[src/core/isc_pkg.sv]
// Constants shared by the interrupt and standby controller
package isc_pkg;
    // ==========================================
    // Clock and timing
    localparam int unsigned CLK_HZ = 20_000_000;
    localparam real SETTLE_MS = 52.4;
    localparam int unsigned SETTLE_CYC = int'(SETTLE_MS * 20_000.0);
    // ==========================================
    // Vector addresses per level
    localparam logic [7:0] VEC_L0 = 8'h04;
    localparam logic [7:0] VEC_L1 = 8'h08;
    localparam logic [7:0] VEC_L2 = 8'h10;
    localparam logic [7:0] VEC_L3 = 8'h18;
    localparam logic [7:0] VEC_L4 = 8'h20;
    localparam logic [7:0] VEC_L5 = 8'h28;
    localparam logic [7:0] VEC_L6 = 8'h60;
    localparam logic [7:0] VEC_RESET = 8'h00;
    // ==========================================
    // Source bit positions in the pending vector
    localparam int unsigned NSRC = 12;
    localparam int unsigned SRC_NMI = 0;
    localparam int unsigned SRC_T0 = 1;
    localparam int unsigned SRC_T1 = 2;
    localparam int unsigned SRC_RISE = 3;
    localparam int unsigned SRC_FALL = 4;
    localparam int unsigned SRC_E0 = 5;
    localparam int unsigned SRC_E1 = 6;
    localparam int unsigned SRC_EIN = 7;
    localparam int unsigned SRC_AD = 8;
    localparam int unsigned SRC_SR = 9;
    localparam int unsigned SRC_ST = 10;
    localparam int unsigned SRC_SW = 11;
    localparam logic [11:0] PEND_RST = 12'h000;
    localparam logic [11:0] MASKABLE = 12'h7FE;
    // ==========================================
    // Power states
    typedef enum logic [2:0] {
        ISC_RUN = 3'b000,
        ISC_HALT = 3'b001,
        ISC_STOPA = 3'b010,
        ISC_SETTLE_A = 3'b011,
        ISC_STOPB = 3'b100,
        ISC_SETTLE_B = 3'b101
    } isc_state_e;
endpackage

[src/core/isc_ctrl.sv]
// Interrupt prioritiser and standby wake-up control
// What this block does
// - Twelve sources: three pins, nine internal
// - Seven levels, level 0 highest, 6 lowest
// - Level 1: both timer matches, vector 8
// - Level 3: event counter matches, vector 24
// - Level 4: event edge or ADC, vector 32
// - Level 5: serial rx or tx, vector 40
// - Halt stops execution, clock keeps running
// - Unmasked request or reset ends halt
// - Stop instruction stops oscillator; NMI ends it
// - Type A settling timed by timer one
// - Standby flag tells wake from power-up
// - Stop pin low stops oscillator; high releases
// - Fixed settle then execute from address 0
// - Rising input reads 0 until crossing
// - Falling input reads 1 until crossing
// - Logic-driven inputs act as plain digital
// - First maskable pin requests on rising edge
// - NMI requests on falling edge
module isc_ctrl #(
    parameter int unsigned SETTLE_CYCLES = isc_pkg::SETTLE_CYC
) (
    input wire logic core_clk, // System clock
    input wire logic reset, // Synchronous reset, high
    input wire logic nmi_n_pin, // Nonmaskable input, active low
    input wire logic rising_edge_irq_pin, // Comparator output, rising
    input wire logic falling_edge_irq_pin, // Comparator output, falling
    input wire logic stop_n_pin, // Hardware stop, active low
    input wire logic timer0_match_req, // Timer 0 match pulse
    input wire logic timer1_match_req, // Timer 1 match pulse
    input wire logic evcnt_match0_req, // Event counter match 0
    input wire logic evcnt_match1_req, // Event counter match 1
    input wire logic evcnt_falling_edge_req, // Event counter edge
    input wire logic adc_done_req, // ADC done
    input wire logic serial_rx_req, // Serial receive
    input wire logic serial_tx_req, // Serial transmit
    input wire logic software_trap, // Trap instruction
    input wire logic halt_instruction, // Halt instruction pulse
    input wire logic stop_instruction, // Stop instruction pulse
    input wire logic timer1_settle_done, // Timer 1 settle expiry
    input wire logic [11:0] irq_mask, // Mask per source, 1 masks; bits 0 and 11 ignored
    input wire logic irq_ack, // Core takes the vector
    input wire logic [11:0] pend_clear, // Software clears flags
    input wire logic sb_clear, // Software clears standby flag
    output logic irq_req, // Vectored request to core
    output logic [7:0] irq_vector, // Vector of winner
    output logic [2:0] irq_level, // Level of winner
    output logic [11:0] pend_flags, // Per-source pending
    output logic cpu_run, // Core may execute
    output logic osc_enable, // Oscillator running
    output logic restart_zero, // Restart from address 0 pulse
    output logic standby_indicator, // Woke from standby
    output logic rising_pin_level, // Sensed level, rising input
    output logic falling_pin_level // Sensed level, falling input
);
    // ==========================================
    // Pin sampling and edges
    logic nmi_q;
    logic rise_q;
    logic fall_q;
    wire nmi_edge = nmi_q & ~nmi_n_pin;
    wire rise_edge = ~rise_q & rising_edge_irq_pin;
    wire fall_edge = fall_q & ~falling_edge_irq_pin;

    // Previous pin levels; comparator output is plain logic
    always_ff @(posedge core_clk) begin
        if (reset) begin
            nmi_q <= 1'b1;
            rise_q <= 1'b0;
            fall_q <= 1'b1;
        end else begin
            nmi_q <= nmi_n_pin;
            rise_q <= rising_edge_irq_pin;
            fall_q <= falling_edge_irq_pin;
        end
    end

    // ==========================================
    // Pending flags, one per source
    logic [11:0] pend;
    logic [11:0] raw;
    assign raw = {software_trap, serial_tx_req, serial_rx_req, adc_done_req,
        evcnt_falling_edge_req, evcnt_match1_req, evcnt_match0_req, fall_edge,
        rise_edge, timer1_match_req, timer0_match_req, nmi_edge};

    // ==========================================
    // Priority grouping and selection
    wire [11:0] live = pend & ~(irq_mask & isc_pkg::MASKABLE);
    wire lv0 = live[isc_pkg::SRC_NMI];
    wire lv1 = live[isc_pkg::SRC_T0] | live[isc_pkg::SRC_T1];
    wire lv2 = live[isc_pkg::SRC_RISE] | live[isc_pkg::SRC_FALL];
    wire lv3 = live[isc_pkg::SRC_E0] | live[isc_pkg::SRC_E1];
    wire lv4 = live[isc_pkg::SRC_EIN] | live[isc_pkg::SRC_AD];
    wire lv5 = live[isc_pkg::SRC_SR] | live[isc_pkg::SRC_ST];
    wire lv6 = live[isc_pkg::SRC_SW];
    wire any_live = |live;
    logic [2:0] win_lvl;
    logic [7:0] win_vec;
    logic [11:0] win_bits;

    // Fixed priority, level 0 first
    always_comb begin
        win_lvl = 3'd6;
        win_vec = isc_pkg::VEC_L6;
        win_bits = 12'h800;
        if (lv0) begin
            win_lvl = 3'd0;
            win_vec = isc_pkg::VEC_L0;
            win_bits = 12'h001;
        end else if (lv1) begin
            win_lvl = 3'd1;
            win_vec = isc_pkg::VEC_L1;
            win_bits = 12'h006;
        end else if (lv2) begin
            win_lvl = 3'd2;
            win_vec = isc_pkg::VEC_L2;
            win_bits = 12'h018;
        end else if (lv3) begin
            win_lvl = 3'd3;
            win_vec = isc_pkg::VEC_L3;
            win_bits = 12'h060;
        end else if (lv4) begin
            win_lvl = 3'd4;
            win_vec = isc_pkg::VEC_L4;
            win_bits = 12'h180;
        end else if (lv5) begin
            win_lvl = 3'd5;
            win_vec = isc_pkg::VEC_L5;
            win_bits = 12'h600;
        end
    end

    // Levels 0, 2 and 6 clear on acknowledge; levels 1, 3, 4 and 5 by software
    wire [11:0] single_mask = 12'h801 | 12'h018;
    wire [11:0] ack_clr = (irq_ack && irq_req) ? (win_bits & single_mask) : 12'h000;
    wire [11:0] next_pend = (pend & ~(pend_clear | ack_clr)) | raw;

    always_ff @(posedge core_clk) begin
        if (reset) begin
            pend <= isc_pkg::PEND_RST;
        end else begin
            pend <= next_pend;
        end
    end

    // ==========================================
    // Standby state machine
    isc_pkg::isc_state_e state;
    isc_pkg::isc_state_e next_state;
    logic [20:0] settle_cnt;
    wire settle_end = (settle_cnt == 21'(SETTLE_CYCLES - 1));

    // Next state
    always_comb begin
        next_state = state;
        unique case (state)
            isc_pkg::ISC_RUN: begin
                if (!stop_n_pin) begin
                    next_state = isc_pkg::ISC_STOPB;
                end else if (stop_instruction) begin
                    next_state = isc_pkg::ISC_STOPA;
                end else if (halt_instruction) begin
                    next_state = isc_pkg::ISC_HALT;
                end
            end
            isc_pkg::ISC_HALT: begin
                if (!stop_n_pin) begin
                    next_state = isc_pkg::ISC_STOPB;
                end else if (any_live) begin
                    next_state = isc_pkg::ISC_RUN;
                end
            end
            isc_pkg::ISC_STOPA: begin
                if (!stop_n_pin) begin
                    next_state = isc_pkg::ISC_STOPB;
                end else if (nmi_edge) begin
                    next_state = isc_pkg::ISC_SETTLE_A;
                end
            end
            isc_pkg::ISC_SETTLE_A: begin
                if (!stop_n_pin) begin
                    next_state = isc_pkg::ISC_STOPB;
                end else if (timer1_settle_done) begin
                    next_state = isc_pkg::ISC_RUN;
                end
            end
            isc_pkg::ISC_STOPB: begin
                if (stop_n_pin) begin
                    next_state = isc_pkg::ISC_SETTLE_B;
                end
            end
            isc_pkg::ISC_SETTLE_B: begin
                if (!stop_n_pin) begin
                    next_state = isc_pkg::ISC_STOPB;
                end else if (settle_end) begin
                    next_state = isc_pkg::ISC_RUN;
                end
            end
            default: next_state = isc_pkg::ISC_RUN;
        endcase
    end

    wire next_run = (next_state == isc_pkg::ISC_RUN);
    wire next_osc = (next_state != isc_pkg::ISC_STOPA) && (next_state != isc_pkg::ISC_STOPB);
    wire enter_stop = (next_state == isc_pkg::ISC_STOPA) || (next_state == isc_pkg::ISC_STOPB);
    wire b_done = (state == isc_pkg::ISC_SETTLE_B) && stop_n_pin && settle_end;
    wire next_sb = enter_stop | (standby_indicator & ~sb_clear);

    // State, settle counter, outputs
    always_ff @(posedge core_clk) begin
        if (reset) begin
            state <= isc_pkg::ISC_RUN;
            settle_cnt <= '0;
            cpu_run <= 1'b1;
            osc_enable <= 1'b1;
            restart_zero <= 1'b0;
            standby_indicator <= 1'b0;
        end else begin
            state <= next_state;
            settle_cnt <= (state == isc_pkg::ISC_SETTLE_B) ? settle_cnt + 21'd1 : 21'd0;
            cpu_run <= next_run;
            osc_enable <= next_osc;
            restart_zero <= b_done;
            standby_indicator <= next_sb;
        end
    end

    // Registered request outputs
    always_ff @(posedge core_clk) begin
        if (reset) begin
            irq_req <= 1'b0;
            irq_vector <= isc_pkg::VEC_RESET;
            irq_level <= 3'd0;
            pend_flags <= isc_pkg::PEND_RST;
            rising_pin_level <= 1'b0;
            falling_pin_level <= 1'b1;
        end else begin
            irq_req <= any_live & ~(irq_ack & irq_req) & next_run;
            irq_vector <= win_vec;
            irq_level <= win_lvl;
            pend_flags <= next_pend;
            rising_pin_level <= rising_edge_irq_pin;
            falling_pin_level <= falling_edge_irq_pin;
        end
    end

    // ==========================================
    // Checks
    property p_halt_wake;
        @(posedge core_clk) disable iff (reset)
        (state == isc_pkg::ISC_HALT && any_live && stop_n_pin) |=> cpu_run;
    endproperty
    a_halt_wake: assert property (p_halt_wake) else $error("halt not released");

    property p_stopa_osc;
        @(posedge core_clk) disable iff (reset)
        (state == isc_pkg::ISC_STOPA) |-> !osc_enable;
    endproperty
    a_stopa_osc: assert property (p_stopa_osc) else $error("osc on in stop A");

    property p_stopb_enter;
        @(posedge core_clk) disable iff (reset)
        !stop_n_pin |=> !osc_enable && !cpu_run;
    endproperty
    a_stopb_enter: assert property (p_stopb_enter) else $error("stop pin ignored");

    property p_restart;
        @(posedge core_clk) disable iff (reset)
        restart_zero |-> cpu_run && $past(state) == isc_pkg::ISC_SETTLE_B;
    endproperty
    a_restart: assert property (p_restart) else $error("bad restart");

    property p_level1;
        @(posedge core_clk) disable iff (reset)
        (!lv0 && lv1) |=> irq_vector == isc_pkg::VEC_L1 && irq_level == 3'd1;
    endproperty
    a_level1: assert property (p_level1) else $error("level 1 vector wrong");

    property p_nmi_first;
        @(posedge core_clk) disable iff (reset)
        lv0 |=> irq_vector == isc_pkg::VEC_L0;
    endproperty
    a_nmi_first: assert property (p_nmi_first) else $error("nmi lost priority");

    property p_nmi_edge;
        @(posedge core_clk) disable iff (reset)
        ($fell(nmi_n_pin) && !pend_clear[0]) |=> pend[isc_pkg::SRC_NMI];
    endproperty
    a_nmi_edge: assert property (p_nmi_edge) else $error("nmi edge missed");

    property p_sb_set;
        @(posedge core_clk) disable iff (reset)
        enter_stop |=> standby_indicator;
    endproperty
    a_sb_set: assert property (p_sb_set) else $error("standby flag not set");

    property p_level3;
        @(posedge core_clk) disable iff (reset)
        (!(lv0 || lv1 || lv2) && lv3) |=>
            irq_vector == isc_pkg::VEC_L3 && irq_level == 3'd3;
    endproperty
    a_level3: assert property (p_level3) else $error("level 3 vector wrong");

    property p_level4;
        @(posedge core_clk) disable iff (reset)
        (!(lv0 || lv1 || lv2 || lv3) && lv4) |=>
            irq_vector == isc_pkg::VEC_L4 && irq_level == 3'd4;
    endproperty
    a_level4: assert property (p_level4) else $error("level 4 vector wrong");

    property p_level5;
        @(posedge core_clk) disable iff (reset)
        (!(lv0 || lv1 || lv2 || lv3 || lv4) && lv5) |=>
            irq_vector == isc_pkg::VEC_L5 && irq_level == 3'd5;
    endproperty
    a_level5: assert property (p_level5) else $error("level 5 vector wrong");

    property p_settle_a;
        @(posedge core_clk) disable iff (reset)
        (state == isc_pkg::ISC_SETTLE_A && timer1_settle_done && stop_n_pin) |=> cpu_run;
    endproperty
    a_settle_a: assert property (p_settle_a) else $error("settle A not ended");

    property p_rise_edge;
        @(posedge core_clk) disable iff (reset)
        $rose(rising_edge_irq_pin) |=> pend[isc_pkg::SRC_RISE];
    endproperty
    a_rise_edge: assert property (p_rise_edge) else $error("rising edge missed");

    property p_fall_edge;
        @(posedge core_clk) disable iff (reset)
        $fell(falling_edge_irq_pin) |=> pend[isc_pkg::SRC_FALL];
    endproperty
    a_fall_edge: assert property (p_fall_edge) else $error("falling edge missed");

    property p_rise_level;
        @(posedge core_clk) disable iff (reset)
        rising_edge_irq_pin |=> rising_pin_level;
    endproperty
    a_rise_level: assert property (p_rise_level) else $error("rise level wrong");

    property p_fall_level;
        @(posedge core_clk) disable iff (reset)
        !falling_edge_irq_pin |=> !falling_pin_level;
    endproperty
    a_fall_level: assert property (p_fall_level) else $error("fall level wrong");

    property p_shared_keep;
        @(posedge core_clk) disable iff (reset)
        (pend[isc_pkg::SRC_SR] && !pend_clear[isc_pkg::SRC_SR]) |=> pend[isc_pkg::SRC_SR];
    endproperty
    a_shared_keep: assert property (p_shared_keep) else $error("shared flag lost");
endmodule

[config.mk]
export PLATFORM = sky130hd
export DESIGN_NAME = isc_ctrl
export DESIGN_NICKNAME = d
export VERILOG_FILES = /design/src/core/isc_pkg.sv /design/src/core/isc_ctrl.sv
export SDC_FILE = /design/constraint.sdc
export NUM_CORES = 1
export LEC_CHECK = 0
export BUFFER_PORTS_ARGS = -buffer_cell sky130_fd_sc_hd__buf_2
export CAP_MARGIN = 20
export CORE_MARGIN = 3
export CORE_UTILIZATION = 25
export DETAILED_ROUTE_END_ITERATION = 16
export GPL_TIMING_DRIVEN = 0
export PLACE_DENSITY_LB_ADDON = 0.15
export SYNTH_ARGS = -nofsm -noshare
export SYNTH_HDL_FRONTEND = slang
export SYNTH_SLANG_ARGS = --single-unit
[constraint.sdc]
create_clock -name core_clk -period 1.9 [get_ports core_clk]
set_clock_uncertainty 0.2 [all_clocks]
set_input_delay 0.38 -clock core_clk [delete_from_list [all_inputs] [get_ports core_clk]]
set_output_delay 0.38 -clock core_clk [all_outputs]
set_load 0.1 [all_outputs]
==> flow_summary.html <==
<table>
<tr><th>Metric</th><th>Value</th></tr>
<tr><th colspan="2">Status</th></tr>
<tr><td>Outcome</td><td>complete, but fails checks</td></tr>
<tr><td>Violated checks</td><td>setup timing</td></tr>
<tr><th colspan="2">Die</th></tr>
<tr><td>Total number of placement rows</td><td>33</td></tr>
<tr><td>Die Width</td><td>99.3 um</td></tr>
<tr><td>Die Height</td><td>99.3 um</td></tr>
<tr><td>I/O pin count</td><td>74</td></tr>
<tr><td>CORE AREA</td><td>8340 um2</td></tr>
<tr><td>Area enclosed by the die boundary</td><td>9850 um2</td></tr>
<tr><td>Effective utilization at floorplan</td><td>26.1%</td></tr>
<tr><th colspan="2">STA</th></tr>
<tr><td>Post-route clock period utilization</td><td>105%</td></tr>
<tr><td>Final number of setup-violating endpoints</td><td>5</td></tr>
<tr><td>Maximum frequency from static timing analysis</td><td>500 MHz</td></tr>
<tr><td>Final Hold Viols</td><td>0</td></tr>
<tr><td>Final TNS setup</td><td>-331 ps</td></tr>
<tr><td>RSZ-0062 raised after global routing</td><td>yes</td></tr>
<tr><td>Final Slew Violations</td><td>0</td></tr>
<tr><td>Post-layout min period</td><td>2000 ps</td></tr>
<tr><td>Worst Slack Setup Final</td><td>-98.8 ps</td></tr>
<tr><th colspan="2">Routing</th></tr>
<tr><td>Iteration count of the initial detailed-routing pass</td><td>4</td></tr>
<tr><td>Per-cell via count in the routed design</td><td>4.34</td></tr>
<tr><td>Number of nets still failing antenna checks after routing</td><td>0</td></tr>
<tr><td>Routed wire length</td><td>5130 um</td></tr>
<tr><td>DRT iter0 DRCs</td><td>55</td></tr>
<tr><td>Total DRC errors in the routed layout</td><td>0</td></tr>
<tr><td>Routed length per placed instance</td><td>11.6 um</td></tr>
<tr><td>Vias post-DR</td><td>1929</td></tr>
<tr><th colspan="2">Setup path</th></tr>
<tr><td>CP Cell Sequence</td><td>or3_1 &gt; or4_4 &gt; o211ai_2 &gt; a31oi_4 &gt; o31ai_2</td></tr>
<tr><td>Data arrival time of the worst path</td><td>2020 ps</td></tr>
<tr><td>Startpoint of the worst register-to-register path</td><td>settle_cnt[9]</td></tr>
<tr><td>RR Endpoint</td><td>standby_indicator</td></tr>
<tr><td>Worst Setup End Kind</td><td>register</td></tr>
<tr><td>Maximum fanout count along the critical path</td><td>5</td></tr>
<tr><td>Cell count of the worst reg-to-reg path</td><td>5</td></tr>
<tr><td>Setup Crit Path Kind</td><td>register to register</td></tr>
<tr><td>Data required time of the worst path</td><td>1920 ps</td></tr>
<tr><td>Cell type group with the largest total delay on the critical path</td><td>simple AND/OR/NAND/NOR gates</td></tr>
<tr><td>Peak per-stage delay on the critical path</td><td>450 ps</td></tr>
<tr><td>Number of buffer and inverter instances along the worst setup path</td><td>0</td></tr>
<tr><td>Setup slack of the most critical reg-to-reg path</td><td>-100 ps</td></tr>
<tr><td>Launching element type of the critical path</td><td>register</td></tr>
<tr><td>Cell with the biggest individual delay on the critical path</td><td>or4_4</td></tr>
<tr><th colspan="2">Clock tree</th></tr>
<tr><td>Clk pin slew, worst setup/hold paths</td><td>90 ps</td></tr>
<tr><td>Total number of clock tree sinks</td><td>50</td></tr>
<tr><td>Clock network latency to the later pin of the worst-skew pair</td><td>300 ps</td></tr>
<tr><td>H-Tree Level Count</td><td>2</td></tr>
<tr><td>Cell chosen for the clock root</td><td>clkbuf_8</td></tr>
<tr><td>Number of buffers created by CTS</td><td>5</td></tr>
<tr><td>Clock tree from TritonCTS</td><td>yes</td></tr>
<tr><td>Max clock buf depth</td><td>2</td></tr>
<tr><th colspan="2">GRT</th></tr>
<tr><td>Layer with the highest usage after global routing</td><td>met2</td></tr>
<tr><td>Met1 layer usage reported by global route</td><td>13.7%</td></tr>
<tr><td>Largest net degree at the start of global routing</td><td>15</td></tr>
<tr><td>Global route total overflow</td><td>0</td></tr>
<tr><td>Number of global-route vias before repair</td><td>1847</td></tr>
<tr><td>Met2 track demand over resource</td><td>17.2%</td></tr>
<tr><td>First-pass GRT wire length</td><td>8600 um</td></tr>
<tr><td>Fraction of met3 tracks used by global routing</td><td>2.81%</td></tr>
<tr><td>Antenna violations before repair</td><td>0</td></tr>
<tr><td>GRT Total Usage</td><td>10.7%</td></tr>
<tr><th colspan="2">Hold path</th></tr>
<tr><td>Min-delay src</td><td>falling_edge_irq_pin</td></tr>
<tr><td>Class of the tightest hold or removal check</td><td>input pin to register</td></tr>
<tr><td>Endpoint, Worst Hold</td><td>falling_pin_level</td></tr>
<tr><td>Depth of the worst hold-timing path</td><td>3</td></tr>
<tr><th colspan="2">Final layout</th></tr>
<tr><td>End-of-flow core utilization</td><td>35.4%</td></tr>
<tr><td>Filler Cell Count</td><td>900</td></tr>
<tr><td>Number of nets in the layout</td><td>383</td></tr>
<tr><td>Commonest non-fill, non-tap cell in the layout</td><td>buf_2</td></tr>
<tr><td>Number of diodes added for antenna fixing</td><td>0</td></tr>
<tr><td>Layout Area Growth over Synthesis</td><td>35.7%</td></tr>
<tr><td>Share of layout cells above drive strength 1</td><td>42.5%</td></tr>
<tr><td>Commonest cells after routing, fill and taps aside</td><td>69 x buf_2, 38 x nor2_1, 24 x dfxtp_1, 21 x dfxtp_2, 20 x inv_1</td></tr>
<tr><th colspan="2">Logic synthesis</th></tr>
<tr><td>Post-synthesis cell count</td><td>251</td></tr>
<tr><td>Library cells used by synthesis</td><td>51</td></tr>
<tr><td>Post-synthesis instance area</td><td>2170 um2</td></tr>
<tr><td>Async S/R FF share, synth</td><td>0%</td></tr>
<tr><td>Number of flops mapped to enable cells by yosys</td><td>0</td></tr>
<tr><td>Primary FF master, synth</td><td>dfxtp_1</td></tr>
<tr><td>Fraction of the yosys area taken by sequential cells</td><td>46.0%</td></tr>
<tr><td>Number of warnings printed during yosys synthesis</td><td>0</td></tr>
<tr><td>Avg Inst Size Synth</td><td>8.66 um2</td></tr>
<tr><td>Register bit count reported by yosys</td><td>50</td></tr>
<tr><th colspan="2">Power and ir drop</th></tr>
<tr><td>P_leak</td><td>1.26 nW</td></tr>
<tr><td>Cell area power density</td><td>792 nW/um2</td></tr>
<tr><td>Worst VDD drop</td><td>281 uV</td></tr>
<tr><th colspan="2">Placement</th></tr>
<tr><td>Detailed placement HPWL</td><td>3930 um</td></tr>
<tr><td>Port Buffer Count</td><td>68</td></tr>
<tr><td>Routability congestion estimate from global placement</td><td>0.744</td></tr>
<tr><th colspan="2">Flow run</th></tr>
<tr><td>Max Cap Viol</td><td>0</td></tr>
</table>
==> repair_timing <==
item,CTS,global route
setup buffers,10,2
pin swaps,4,5
hold buffers,0,0
resized for setup,21,11
setup endpoints to repair,26,26
==> layer usage <==
metal / up-vias / wire length, um
met5: - / 0
met1: 864 / 2350
met2: 48 / 2430
met4: 0 / 71
li1: 1011 / -
met3: 6 / 278
==> worst max-delay path by stage <==
| stage | startpoint | endpoint | slack (ps) | cells past startpoint |
|---|---|---|---|---|
| after floorplan | settle_cnt[9] | standby_indicator | -10 | 5 |
| after global placement | irq_mask[10] | cpu_run | -170 | 6 |
| after detailed placement | settle_cnt[0] | irq_req | -170 | 6 |
| after CTS | settle_cnt[9] | standby_indicator | -110 | 5 |
| after global routing | settle_cnt[6] | standby_indicator | -160 | 5 |
| final | settle_cnt[9] | standby_indicator | -100 | 5 |
==> worst reg2reg max path: stages, from the launching register on <==
cell	delay [ps]
dfxtp_2	340
or3_1	360
or4_4	450
o211ai_2	200
a31oi_4	150
o31ai_2	230
==> kinds of logic after synthesis <==
group                    count (synthesis)  share of synthesized area, %
AO/OA/AOI/OAI                           38                          12.8
XOR/XNOR                                17                          6.85
adder cells (fa/ha/maj)                  1                         0.575
buffers and inverters                   37                          7.36
flip-flops                              50                          46.0
multiplexers                             1                         0.460
other                                    1                         0.172
AND/OR/NAND/NOR                        106                          25.7
==> cell usage after synthesis (2+ instances only) <==
cell type / instances / area (um2)
nand3_2: 2 / 20.0
or3_1: 4 / 25.0
o22ai_1: 2 / 12.5
xnor2_1: 7 / 61.3
buf_4: 5 / 37.5
and3_1: 2 / 12.5
inv_2: 4 / 15.0
a32o_1: 2 / 20.0
dfxtp_1: 50 / 1000
nor2_1: 39 / 146
clkbuf_1: 5 / 18.8
buf_2: 2 / 10.0
a21oi_1: 17 / 85.1
nand4_1: 4 / 25.0
inv_1: 20 / 75.1
xor2_1: 10 / 87.6
nand2b_1: 6 / 37.5
nand2_1: 10 / 37.5
nor2b_1: 8 / 50.1
nand3_1: 10 / 50.1
nor4_1: 2 / 12.5
nor3_1: 6 / 30.0
or4_1: 2 / 15.0
o21ai_1: 4 / 20.0
nand3b_1: 2 / 15.0
==> cell type report <==
type	count	area, um2	area share [%]
clock buffers	7	86.3	2.92
well taps	105	131	4.45
plain buffers	10	60.1	2.03
repair buffers	80	434	14.7
inverters	25	93.8	3.18
clock inverters	1	5.00	0.170
multi-input cells	166	1090	37.1
flip-flops and latches	50	1050	35.4
==> stage by stage <==
stage | std cells | hold slack (ps) | cell area [um2] | setup WS, ps | power, mW
after floorplan | 253 | 232 | 2220 | -13.2 | 1.60
after global placement | 426 | 249 | 2690 | -168 | 1.72
after detailed placement | 426 | 252 | 2690 | -167 | 1.72
after CTS | 443 | 63.5 | 2920 | -105 | 2.37
after global routing | 444 | 69.0 | 2950 | -157 | 2.45
final | 444 | 68.2 | 2950 | -98.8 | 2.34
==> flip-flops by register name, indices dropped and copies added (netlist names), 3 cells and up <==
register,flops
state,3
pend_flags,12
settle_cnt,21
irq_vector,5
==> power by group <==
part	switching, mW	leakage (nW)	internal, mW	total, mW
Clock	0.349	0.0482	0.295	0.644
Combinational	0.445	0.788	0.132	0.578
Sequential	0.0289	0.421	1.09	1.12
Total	0.823	1.26	1.52	2.34
Note: power is estimated with default switching activity, not from simulation.
